<file path="config.mk">
export PLATFORM = sky130hd
export DESIGN_NAME = asr_top
export DESIGN_NICKNAME = d
export VERILOG_FILES = /design/src/hw/asr_pkg.sv /design/src/hw/asr_fifo.sv /design/src/hw/asr_top.sv
export SDC_FILE = /design/constraint.sdc
export NUM_CORES = 1
export LEC_CHECK = 0
export BUFFER_PORTS_ARGS = -buffer_cell sky130_fd_sc_hd__buf_2
export CAP_MARGIN = 0
export CORE_ASPECT_RATIO = 1.5
export CORE_UTILIZATION = 55
export DETAILED_ROUTE_END_ITERATION = 7
export PLACE_DENSITY_LB_ADDON = 0.25
export SETUP_SLACK_MARGIN = 0.2
export SYNTH_ARGS = -nofsm -noshare
export SYNTH_HDL_FRONTEND = slang
export SYNTH_SLANG_ARGS = --single-unit
</file>
<file path="constraint.sdc">
create_clock -name clock -period 4.2 [get_ports clock]
set_input_delay 0.42 -clock clock [delete_from_list [all_inputs] [get_ports clock]]
set_output_delay 0.42 -clock clock [all_outputs]
set_load 0.02 [all_outputs]
</file>
<file path="src/hw/asr_pkg.sv">
`default_nettype none
package asr_pkg;
  // ==========================================
  // Register offsets
  localparam logic [7:0] OFS_INTCTL  = 8'h0B;
  localparam logic [7:0] OFS_PIRF    = 8'h0C;
  localparam logic [7:0] OFS_RCSC    = 8'h18;
  localparam logic [7:0] OFS_TXDATA  = 8'h19;
  localparam logic [7:0] OFS_RXBUF   = 8'h1A;
  localparam logic [7:0] OFS_PIEN    = 8'h8C;
  localparam logic [7:0] OFS_TXSC    = 8'h98;
  localparam logic [7:0] OFS_BAUD    = 8'h99;
  localparam logic [7:0] OFS_PORTDIR = 8'h86;
  // ==========================================
  // Field positions
  localparam int B_SERIAL_PORT_ENABLE = 7;
  localparam int B_RX9  = 6;
  localparam int B_SINGLE_RECEIVE_ENABLE = 5;
  localparam int B_CONTINUOUS_RECEIVE_ENABLE = 4;
  localparam int B_ADEN = 3;
  localparam int B_FRAMING_ERROR = 2;
  localparam int B_OVERRUN_ERROR = 1;
  localparam int B_RECEIVED_NINTH_BIT = 0;
  localparam int B_SYNC = 4;
  localparam int B_HIGH_BAUD_SELECT = 2;
  localparam int B_TX_SHIFT_EMPTY = 1;
  localparam int B_RECEIVE_IRQ_FLAG = 5;
  localparam int B_RXPIN = 2;
  localparam int B_TXPIN = 5;
  // ==========================================
  // Reset values
  localparam logic [7:0] RST_TXSC    = 8'h02;
  localparam logic [7:0] RST_ZERO    = 8'h00;
  localparam logic [7:0] RST_PORTDIR = 8'hFF;
  // ==========================================
  // Timing
  localparam logic [3:0] OVS_LAST  = 4'hF;
  localparam logic [3:0] OVS_MID   = 4'h7;
  localparam int         CLK_HZ    = 25000000;
  typedef enum logic [1:0] {
    ASR_IDLE  = 2'b00,
    ASR_START = 2'b01,
    ASR_DATA  = 2'b10,
    ASR_STOP  = 2'b11
  } asr_rx_state_t;
endpackage
`default_nettype wire

</file>
<file path="src/hw/asr_fifo.sv">
`default_nettype none
module asr_fifo #(
  parameter int WIDTH = 10,
  parameter int DEPTH = 2
) (
  // Clock and reset
  input  wire logic             clock,
  input  wire logic             sys_rst,
  input  wire logic             flush,
  // Fill side
  input  wire logic             in_valid,
  output var  logic             in_ready,
  input  wire logic [WIDTH-1:0] in_data,
  // Drain side
  output var  logic             out_valid,
  input  wire logic             out_ready,
  output var  logic [WIDTH-1:0] out_data
);
  localparam int AW = (DEPTH > 1) ? $clog2(DEPTH) : 1;
  logic [WIDTH-1:0] mem [DEPTH];
  logic [AW-1:0]    rd_ptr;
  logic [AW-1:0]    wr_ptr;
  logic [AW:0]      count;
  logic             do_wr;
  logic             do_rd;

  assign in_ready  = (count != (AW+1)'(DEPTH));
  assign out_valid = (count != '0);
  assign out_data  = mem[rd_ptr];
  assign do_wr     = in_valid && in_ready;
  assign do_rd     = out_valid && out_ready;

  always_ff @(posedge clock or posedge sys_rst) begin
    if (sys_rst) begin
      rd_ptr <= '0;
      wr_ptr <= '0;
      count  <= '0;
    end else if (flush) begin
      rd_ptr <= '0;
      wr_ptr <= '0;
      count  <= '0;
    end else begin
      if (do_wr)
        wr_ptr <= (wr_ptr == AW'(DEPTH-1)) ? '0 : wr_ptr + 1'b1;
      if (do_rd)
        rd_ptr <= (rd_ptr == AW'(DEPTH-1)) ? '0 : rd_ptr + 1'b1;
      count <= count + (AW+1)'(do_wr) - (AW+1)'(do_rd);
    end
  end

  always_ff @(posedge clock) begin
    if (do_wr)
      mem[wr_ptr] <= in_data;
  end
endmodule
`default_nettype wire

</file>
<file path="src/hw/asr_top.sv">
// How it works
// RULE1: Async, sync master, sync slave modes selectable; here the sync bit holds the receiver idle and blocks transmit loads.
// RULE2: Pins owned only with enable and directions.
// RULE3: Address characters detected in nine-bit frames.
// RULE4: High baud bit speeds async only.
// RULE5: Receive pin feeds the recovery stage.
// RULE6: Sixteen-times oversampling, shift at bit rate.
// RULE7: Async frames accepted only while receive enabled.
// RULE8: Stop bit moves byte, sets flag.
// RULE9: Interrupt passed only when enable set.
// RULE10: Flag read-only, clears when buffer empty.
// RULE11: Two-deep buffer plus shift register.
// RULE12: Full buffer at stop sets overrun.
// RULE13: Overrun blocks all further transfers.
// RULE14: Overrun clears only by receive enable toggle.
// RULE15: Low stop bit sets framing error.
// RULE16: Status bits queued with each byte.
// RULE17: Software reads status before buffer.
// RULE18: Eight-bit baud divisor, reset to zero.
// RULE19: Transmit shift empty read-only, resets one.
`default_nettype none
module asr_top
  import asr_pkg::*;
#(
  parameter int RX_DEPTH = 2,
  parameter int TX_DEPTH = 8
) (
  // Clock and reset
  input  wire logic       clock,
  input  wire logic       sys_rst,
  // Register port
  input  wire logic [7:0] reg_addr,
  input  wire logic [7:0] reg_wdata,
  input  wire logic       reg_wr,
  input  wire logic       reg_rd,
  output logic      [7:0] reg_rdata,
  // Serial pins
  input  wire logic       receive_data_pin,
  output logic            transmit_clock_pin,
  output logic            transmit_clock_pin_oe,
  // Interrupt request
  output logic            receive_irq
);
  import asr_pkg::*;

  // ==========================================
  // Registers
  logic [7:0] rcsc;
  logic [7:0] txsc;
  logic [7:0] baud_divisor;
  logic [7:0] pien;
  logic [7:0] intctl;
  logic [7:0] portdir;
  logic       overrun_error;
  logic       continuous_receive_enable_q;
  logic       rd_buf;
  logic       wr_tx;

  assign rd_buf = reg_rd && reg_addr == OFS_RXBUF;
  assign wr_tx  = reg_wr && reg_addr == OFS_TXDATA;

  always_ff @(posedge clock or posedge sys_rst) begin
    if (sys_rst) begin
      rcsc         <= RST_ZERO;
      txsc         <= RST_TXSC;
      baud_divisor <= RST_ZERO; // RULE18
      pien         <= RST_ZERO;
      intctl       <= RST_ZERO;
      portdir      <= RST_PORTDIR;
    end else if (reg_wr) begin
      case (reg_addr)
        OFS_RCSC:    rcsc <= {reg_wdata[7:3], 3'h0};
        OFS_TXSC:    txsc <= {reg_wdata[7:4], 1'b0, reg_wdata[2], 1'b0, reg_wdata[0]}; // RULE1 RULE4
        OFS_BAUD:    baud_divisor <= reg_wdata; // RULE18
        OFS_PIEN:    pien <= reg_wdata;
        OFS_INTCTL:  intctl <= reg_wdata;
        OFS_PORTDIR: portdir <= reg_wdata;
        default:     rcsc <= rcsc;
      endcase
    end
  end

  logic sync_mode;
  logic serial_on;
  assign sync_mode = txsc[B_SYNC]; // RULE1
  assign serial_on = rcsc[B_SERIAL_PORT_ENABLE] && portdir[B_RXPIN] && portdir[B_TXPIN]; // RULE2

  // ==========================================
  // Baud tick at x16 rate
  // Async low speed divides by 4 more than high speed; sync ignores the speed bit.
  logic [9:0] bdiv_cnt;
  logic [9:0] bdiv_top;
  logic       os_tick;
  always_comb begin
    if (!sync_mode && !txsc[B_HIGH_BAUD_SELECT])
      bdiv_top = {baud_divisor, 2'b11}; // RULE4
    else
      bdiv_top = {2'b00, baud_divisor};
  end
  always_ff @(posedge clock or posedge sys_rst) begin
    if (sys_rst) begin
      bdiv_cnt <= '0;
      os_tick  <= 1'b0;
    end else if (bdiv_cnt >= bdiv_top) begin
      bdiv_cnt <= '0;
      os_tick  <= 1'b1;
    end else begin
      bdiv_cnt <= bdiv_cnt + 10'h001;
      os_tick  <= 1'b0;
    end
  end

  // ==========================================
  // Receiver
  asr_rx_state_t rx_state;
  logic [3:0]    os_cnt;
  logic [3:0]    bit_cnt;
  logic [8:0]    receive_shift_register;
  logic          rx_in;
  logic          rx_en;
  logic          stop_evt;
  logic          stop_low;
  logic          fifo_in_ready;
  logic          fifo_out_valid;
  logic [9:0]    fifo_out;
  logic [3:0]    nbits;

  assign rx_in = serial_on ? receive_data_pin : 1'b1; // RULE5 RULE2
  assign rx_en = serial_on && !sync_mode && rcsc[B_CONTINUOUS_RECEIVE_ENABLE]; // RULE7
  assign nbits = rcsc[B_RX9] ? 4'h9 : 4'h8; // RULE3

  always_ff @(posedge clock or posedge sys_rst) begin
    if (sys_rst) begin
      rx_state               <= ASR_IDLE;
      os_cnt                 <= '0;
      bit_cnt                <= '0;
      receive_shift_register <= '0;
      stop_evt               <= 1'b0;
      stop_low               <= 1'b0;
    end else begin
      stop_evt <= 1'b0;
      if (!rx_en) begin
        rx_state <= ASR_IDLE; // RULE7
      end else if (os_tick) begin // RULE6
        os_cnt <= os_cnt + 4'h1;
        case (rx_state)
          ASR_IDLE: begin
            if (!rx_in) begin
              rx_state <= ASR_START;
              os_cnt   <= 4'h1;
            end
          end
          ASR_START: begin
            if (os_cnt == OVS_MID) begin
              rx_state <= rx_in ? ASR_IDLE : ASR_DATA;
              os_cnt   <= OVS_MID + 4'h1;
              bit_cnt  <= '0;
            end
          end
          ASR_DATA: begin
            if (os_cnt == OVS_MID) begin
              // LSB first; eight-bit frames end up right-aligned below
              receive_shift_register <= {rx_in, receive_shift_register[8:1]}; // RULE6
              bit_cnt <= bit_cnt + 4'h1;
              if (bit_cnt + 4'h1 == nbits)
                rx_state <= ASR_STOP;
            end
          end
          ASR_STOP: begin
            if (os_cnt == OVS_MID) begin
              stop_evt <= 1'b1;
              stop_low <= !rx_in; // RULE15
              rx_state <= ASR_IDLE;
              if (!rcsc[B_RX9])
                receive_shift_register <= {1'b0, receive_shift_register[8:1]};
            end
          end
          default: rx_state <= ASR_IDLE;
        endcase
      end
    end
  end

  // Address mode with nine-bit frames drops characters whose ninth bit is clear
  logic addr_ok;
  logic push;
  assign addr_ok = !(rcsc[B_ADEN] && rcsc[B_RX9]) || receive_shift_register[8]; // RULE3
  assign push    = stop_evt && addr_ok && !overrun_error && fifo_in_ready; // RULE8 RULE13

  // Overrun: set on full buffer, cleared only when receive enable drops
  always_ff @(posedge clock or posedge sys_rst) begin
    if (sys_rst) begin
      overrun_error <= 1'b0;
      continuous_receive_enable_q        <= 1'b0;
    end else begin
      continuous_receive_enable_q <= rcsc[B_CONTINUOUS_RECEIVE_ENABLE];
      if (stop_evt && addr_ok && !fifo_in_ready)
        overrun_error <= 1'b1; // RULE12
      else if (!rcsc[B_CONTINUOUS_RECEIVE_ENABLE])
        overrun_error <= 1'b0; // RULE14
    end
  end

  asr_fifo #(
    .WIDTH (10),
    .DEPTH (RX_DEPTH)
  ) u_rx_fifo (
    .clock     (clock),
    .sys_rst   (sys_rst),
    .flush     (!rcsc[B_SERIAL_PORT_ENABLE]),
    .in_valid  (push),
    .in_ready  (fifo_in_ready),
    .in_data   ({stop_low, receive_shift_register}), // RULE16 RULE11
    .out_valid (fifo_out_valid),
    .out_ready (rd_buf),
    .out_data  (fifo_out)
  );

  // ==========================================
  // Transmit staging
  logic       tx_valid;
  logic       tx_ready;
  logic [8:0] tx_word;
  logic       tx_load;
  logic [3:0] tx_bits;
  logic [3:0] tx_os;
  logic [10:0] transmit_shift_register;
  logic       tx_busy;

  asr_fifo #(
    .WIDTH (9),
    .DEPTH (TX_DEPTH)
  ) u_tx_fifo (
    .clock     (clock),
    .sys_rst   (sys_rst),
    .flush     (1'b0),
    .in_valid  (wr_tx),
    .in_ready  (tx_ready),
    .in_data   ({txsc[0], reg_wdata}),
    .out_valid (tx_valid),
    .out_ready (tx_load),
    .out_data  (tx_word)
  );

  assign tx_load = tx_valid && !tx_busy && txsc[5] && serial_on && !sync_mode && os_tick;

  always_ff @(posedge clock or posedge sys_rst) begin
    if (sys_rst) begin
      tx_busy                 <= 1'b0;
      tx_bits                 <= '0;
      tx_os                   <= '0;
      transmit_shift_register <= '1;
    end else if (tx_load) begin
      tx_busy                 <= 1'b1;
      tx_os                   <= '0;
      tx_bits                 <= txsc[6] ? 4'hB : 4'hA;
      transmit_shift_register <= txsc[6] ? {1'b1, tx_word, 1'b0} : {2'b11, tx_word[7:0], 1'b0};
    end else if (tx_busy && os_tick) begin
      tx_os <= tx_os + 4'h1;
      if (tx_os == OVS_LAST) begin
        transmit_shift_register <= {1'b1, transmit_shift_register[10:1]};
        tx_bits <= tx_bits - 4'h1;
        if (tx_bits == 4'h1)
          tx_busy <= 1'b0;
      end
    end
  end

  // ==========================================
  // Outputs and read data
  logic receive_irq_flag;
  assign receive_irq_flag = fifo_out_valid; // RULE10 RULE8

  always_ff @(posedge clock or posedge sys_rst) begin
    if (sys_rst) begin
      transmit_clock_pin    <= 1'b1;
      transmit_clock_pin_oe <= 1'b0;
      receive_irq           <= 1'b0;
    end else begin
      transmit_clock_pin    <= transmit_shift_register[0];
      transmit_clock_pin_oe <= serial_on; // RULE2
      receive_irq           <= receive_irq_flag && pien[B_RECEIVE_IRQ_FLAG]; // RULE9
    end
  end

  always_ff @(posedge clock or posedge sys_rst) begin
    if (sys_rst) begin
      reg_rdata <= 8'h00;
    end else if (reg_rd) begin
      case (reg_addr)
        OFS_RCSC:    reg_rdata <= {rcsc[7:3], fifo_out[9] && fifo_out_valid, overrun_error,
                                   fifo_out[8] && fifo_out_valid}; // RULE16
        OFS_RXBUF:   reg_rdata <= fifo_out_valid ? fifo_out[7:0] : 8'h00;
        OFS_PIRF:    reg_rdata <= {2'b00, receive_irq_flag, 5'h00}; // RULE10
        OFS_TXSC:    reg_rdata <= {txsc[7:2], !tx_busy && !tx_valid, txsc[0]}; // RULE19
        OFS_BAUD:    reg_rdata <= baud_divisor;
        OFS_PIEN:    reg_rdata <= pien;
        OFS_INTCTL:  reg_rdata <= intctl;
        OFS_PORTDIR: reg_rdata <= portdir;
        default:     reg_rdata <= 8'h00;
      endcase
    end else begin
      reg_rdata <= 8'h00;
    end
  end
endmodule
`default_nettype wire

</file>
==> flow_metrics.env <==
export IMPL_timing_final_max_slew_violations=0
export IMPL_path_class="reg -> reg"
export IMPL_grt_pass1_vias=6077
export IMPL_switching_share_pct=21.81
export IMPL_clockPowerShare_pct=43.0
export IMPL_yosys_register_bits=212
export IMPL_power_switching_uw=952.8
export IMPL_worst_skew_pair_late_latency_ns=0.50
export IMPL_cts_sinks=212
export IMPL_worstSetupEndpointType="register"
export IMPL_synthesis_nets=735
export IMPL_postCtsResizedCells=0
export IMPL_cp_required_ns=4.59
export IMPL_critical_path_slowest_cell="nor2_1"
export IMPL_grt_start_max_net_pins=54
export IMPL_fin_worst_hold_slack_ns=0.03097
export IMPL_dieArea_um2=17830
export IMPL_synth_enable_flop_cells=92
export IMPL_p_leak_uw=0.004294
export IMPL_design_portCount=32
export IMPL_setup_violations=0
export IMPL_outcome="finished clean"
export IMPL_grt_util_all_layers_pct=23.58
export IMPL_cts_inserted_buffers=20
export IMPL_totalPowerFinal_uw=4369
export IMPL_final_setup_worst_slack_ns=1.303
export IMPL_total_area_of_multi_input_combinational_cells_um2=3555
export IMPL_synth_cells=685
export IMPL_number_of_antenna_violations_at_the_first_check_in_global_routing=3
export IMPL_crit_fanout=10
export IMPL_grt_overflow=0
export IMPL_critical_path_top_cell_by_count="nor2_1"
export IMPL_timing_fmax_mhz=345.2
export IMPL_crit_path_start_kind="register"
export IMPL_crit_arrival_ns=3.28
export IMPL_post_drt_via_cell_ratio=6.031
export IMPL_pwr_density_cell_nw_per_um2=413.0
export IMPL_floorplan_initialDensity_pct=56.47
export IMPL_wirelength_mm=19.72
export IMPL_finalHoldViolCount=0
export IMPL_post_cts_hold_buffer_count=0
export IMPL_vdd_drop_max_mv=0.4963
export IMPL_io_buffer_count=31
export IMPL_max_cap_viol_count=0
export IMPL_drt_pass1_iterations=7
export IMPL_cts_tree="yes"
export IMPL_fraction_of_final_layout_cells_with_drive_strength_greater_than_1_pct=25.14
export IMPL_fp_row_count=58
export IMPL_nNetsFinal=773
export IMPL_antenna_violating_nets_post_route=0
export IMPL_mappedNetlistArea_um2=9507
export IMPL_power_report_internal_total_uw=3416
export IMPL_setup_repair_after_global_routing_missed_its_margin="false"
export IMPL_place_hpwl_mm=14.00
export IMPL_globalplace_congestion=0.8978
export IMPL_drt_first_iter_violations=354
export IMPL_power_share_sequential_pct=51.6
export IMPL_route_detailed_drc=0
export IMPL_clockBufferDepth=3
export IMPL_num_vias=5717
export IMPL_width_of_the_die_um=109.3
export IMPL_synthArstFlopShare_pct=56.60
export IMPL_htreeDepth=1
export IMPL_layout_overhead_on_the_synthesized_area_pct=11.29
export IMPL_preCtsSetupSlack_ns=1.196
export IMPL_power_frac_comb_pct=5.4
export IMPL_nFillCells=1280
export IMPL_final_period_utilization_pct=68.97
export IMPL_core_area_um2=16840
export IMPL_timing_critical_path_slowest_cell_delay_ns=0.72
export IMPL_ys_seq_area_share_pct=60.90
export IMPL_worst_hold_check_path_type="in -> async"
export IMPL_max_slew_margin_rel_pct=21.34
export IMPL_fin_worst_skew_ns=0.01297
export IMPL_postCtsSetupRepairBufs=0
export IMPL_worst_pin_slew_ns=1.180
export IMPL_synth_cell_type_count=68
export IMPL_finalWorstPathRequiredPeriod_ns=2.897
export IMPL_cp_cell_sequence="nor2_1 > mux2i_1 > ha_1 > a2111oi_0 > nor2_1 > nor4_1"
export IMPL_die_height_um=163.0
export IMPL_setup_tns_ns=0
export IMPL_cts_root_buf="clkbuf_16"
export IMPL_synth_main_ff_cell="dfrtp_1"
export IMPL_cts_reportedPaths_clkPinSlew_ns=0.07
export IMPL_final_seq_area_um2=5789
export IMPL_rr_worst_depth=6
export IMPL_synthesis_area_per_instance_um2=13.88
export IMPL_routed_wl_per_cell_um=20.80
export IMPL_grt_pass1_wl_mm=31.75
export IMPL_synth_yosys_warnings=0
kinds of logic after synthesis:
kind of cell | Yosys count | synth area share (%)
AO/OA/AOI/OAI | 101 | 6.870
buffers and inverters | 41 | 1.869
flip-flops | 212 | 60.90
AND/OR/NAND/NOR | 179 | 10.49
multiplexers | 102 | 14.04
adder cells (fa/ha/maj) | 29 | 3.896
XOR/XNOR | 21 | 1.935
routing by layer:
metal  track usage (%)  wire (um)  vias to the layer above
met5                 0         13                        -
met4             8.909        728                        2
met1             27.95       7802                     2864
li1                  -          -                     2646
met3             4.190        912                       61
met2             42.08      10260                      144
critical path, delay by kind of cell, from the launching register on:
kind	cells	cell delay, ns
adder cells (fa/ha/maj)	1	0.26
multiplexers	1	0.28
AO/OA/AOI/OAI	1	0.49
AND/OR/NAND/NOR	3	1.31
flip-flops	1	0.45
synthesized netlist by cell type (all sizes together), types with 4 or more instances:
library cell | n | share of area [%]
a211oi | 12 | 0.95
a21oi | 28 | 1.5
a22oi | 6 | 0.47
a31oi | 9 | 0.59
and2 | 16 | 1.1
and3 | 7 | 0.46
buf | 10 | 0.64
clkbuf | 11 | 0.43
dfrtp | 101 | 27
dfstp | 19 | 5.3
edfxtp | 92 | 29
ha | 28 | 3.7
inv | 20 | 0.79
mux2 | 56 | 6.8
mux2i | 28 | 2.9
mux4 | 18 | 4.3
nand2 | 45 | 1.9
nand2b | 11 | 0.72
nand3 | 10 | 0.53
nand4 | 5 | 0.33
nor2 | 31 | 1.4
nor2b | 4 | 0.26
nor3 | 22 | 1.3
nor4 | 8 | 0.66
o21ai | 20 | 1.1
o22ai | 5 | 0.39
xnor2 | 10 | 0.92
xor2 | 11 | 1.0
layout by cell type (no fill, tap or decap), types with 4 or more instances in the layout:
master / count
a211oi_1: 12
a21oi_1: 27
a22oi_1: 6
a31oi_1: 9
and2_1: 16
and3_1: 7
buf_2: 31
buf_4: 6
clkbuf_16: 21
clkinvlp_4: 4
dfrtp_1: 101
dfstp_2: 19
edfxtp_1: 92
ha_1: 28
inv_1: 19
mux2_2: 51
mux2_4: 5
mux2i_1: 28
mux4_2: 18
nand2_1: 42
nand2b_1: 11
nand3_1: 10
nand4_1: 5
nor2_1: 29
nor2b_1: 4
nor3_1: 20
nor4_1: 5
o21ai_0: 19
o22ai_1: 4
xnor2_1: 10
xor2_1: 11
worst paths after layout:
| path | startpoint | to | slack [ns] |
|---|---|---|---|
| min | sys_rst | reg_rdata[7]$_DFF_PP0_ | 0.03 |
| max in group asynchronous | sys_rst | transmit_shift_register[7]$_DFFE_PP1P_ | 3.23 |
| min in group clock | receive_data_pin | rx_state[1]$_DFFE_PP0P_ | 0.30 |
| min reg2reg | transmit_shift_register[0]$_DFFE_PP1P_ | transmit_clock_pin$_DFF_PP1_ | 0.37 |
| max | txsc[4]$_DFFE_PP0P_ | bdiv_cnt[3]$_DFF_PP0_ | 1.30 |
| max reg2reg | txsc[4]$_DFFE_PP0P_ | bdiv_cnt[3]$_DFF_PP0_ | 1.30 |
registers in the layout, summed over array words and instances (netlist names), 5 cells and up:
name	flops
bdiv_cnt	10
reg_rdata	8
u_rx_fifo.mem	20
receive_shift_register	9
u_tx_fifo.mem	72
portdir	8
rcsc	5
txsc	6
intctl	8
baud_divisor	8
pien	8
transmit_shift_register	10
final cells by class:
class                           instances  share of cell area, %
Clock inverter                         12                  1.395
Antenna cell                            2                0.04730
Inverter                               20                 0.7332
Tap cell                              210                  2.483
Sequential cell                       212                  54.72
Clock buffer                           23                  5.132
Multi-Input combinational cell        432                  33.60
Timing Repair Buffer                   37                  1.892
metrics by stage:
stage | instances | util (%) | cell area [um2]
global placement | 911 | 58.71 | 9884
finish | 948 | 62.84 | 10580
global route | 947 | 62.83 | 10580
floorplan | 685 | - | 9507
detailed placement | 911 | 58.71 | 9884
CTS | 946 | 62.81 | 10580
power by group through the flow:
stage	clock network, uW	logic [uW]	registers [uW]
floorplan	0	167	2280
global placement	0	229	2300
detailed placement	0	240	2300
CTS	1920	242	2260
global route	2010	272	2260
finish	1880	236	2260
Note: power is estimated with default switching activity, not from simulation.
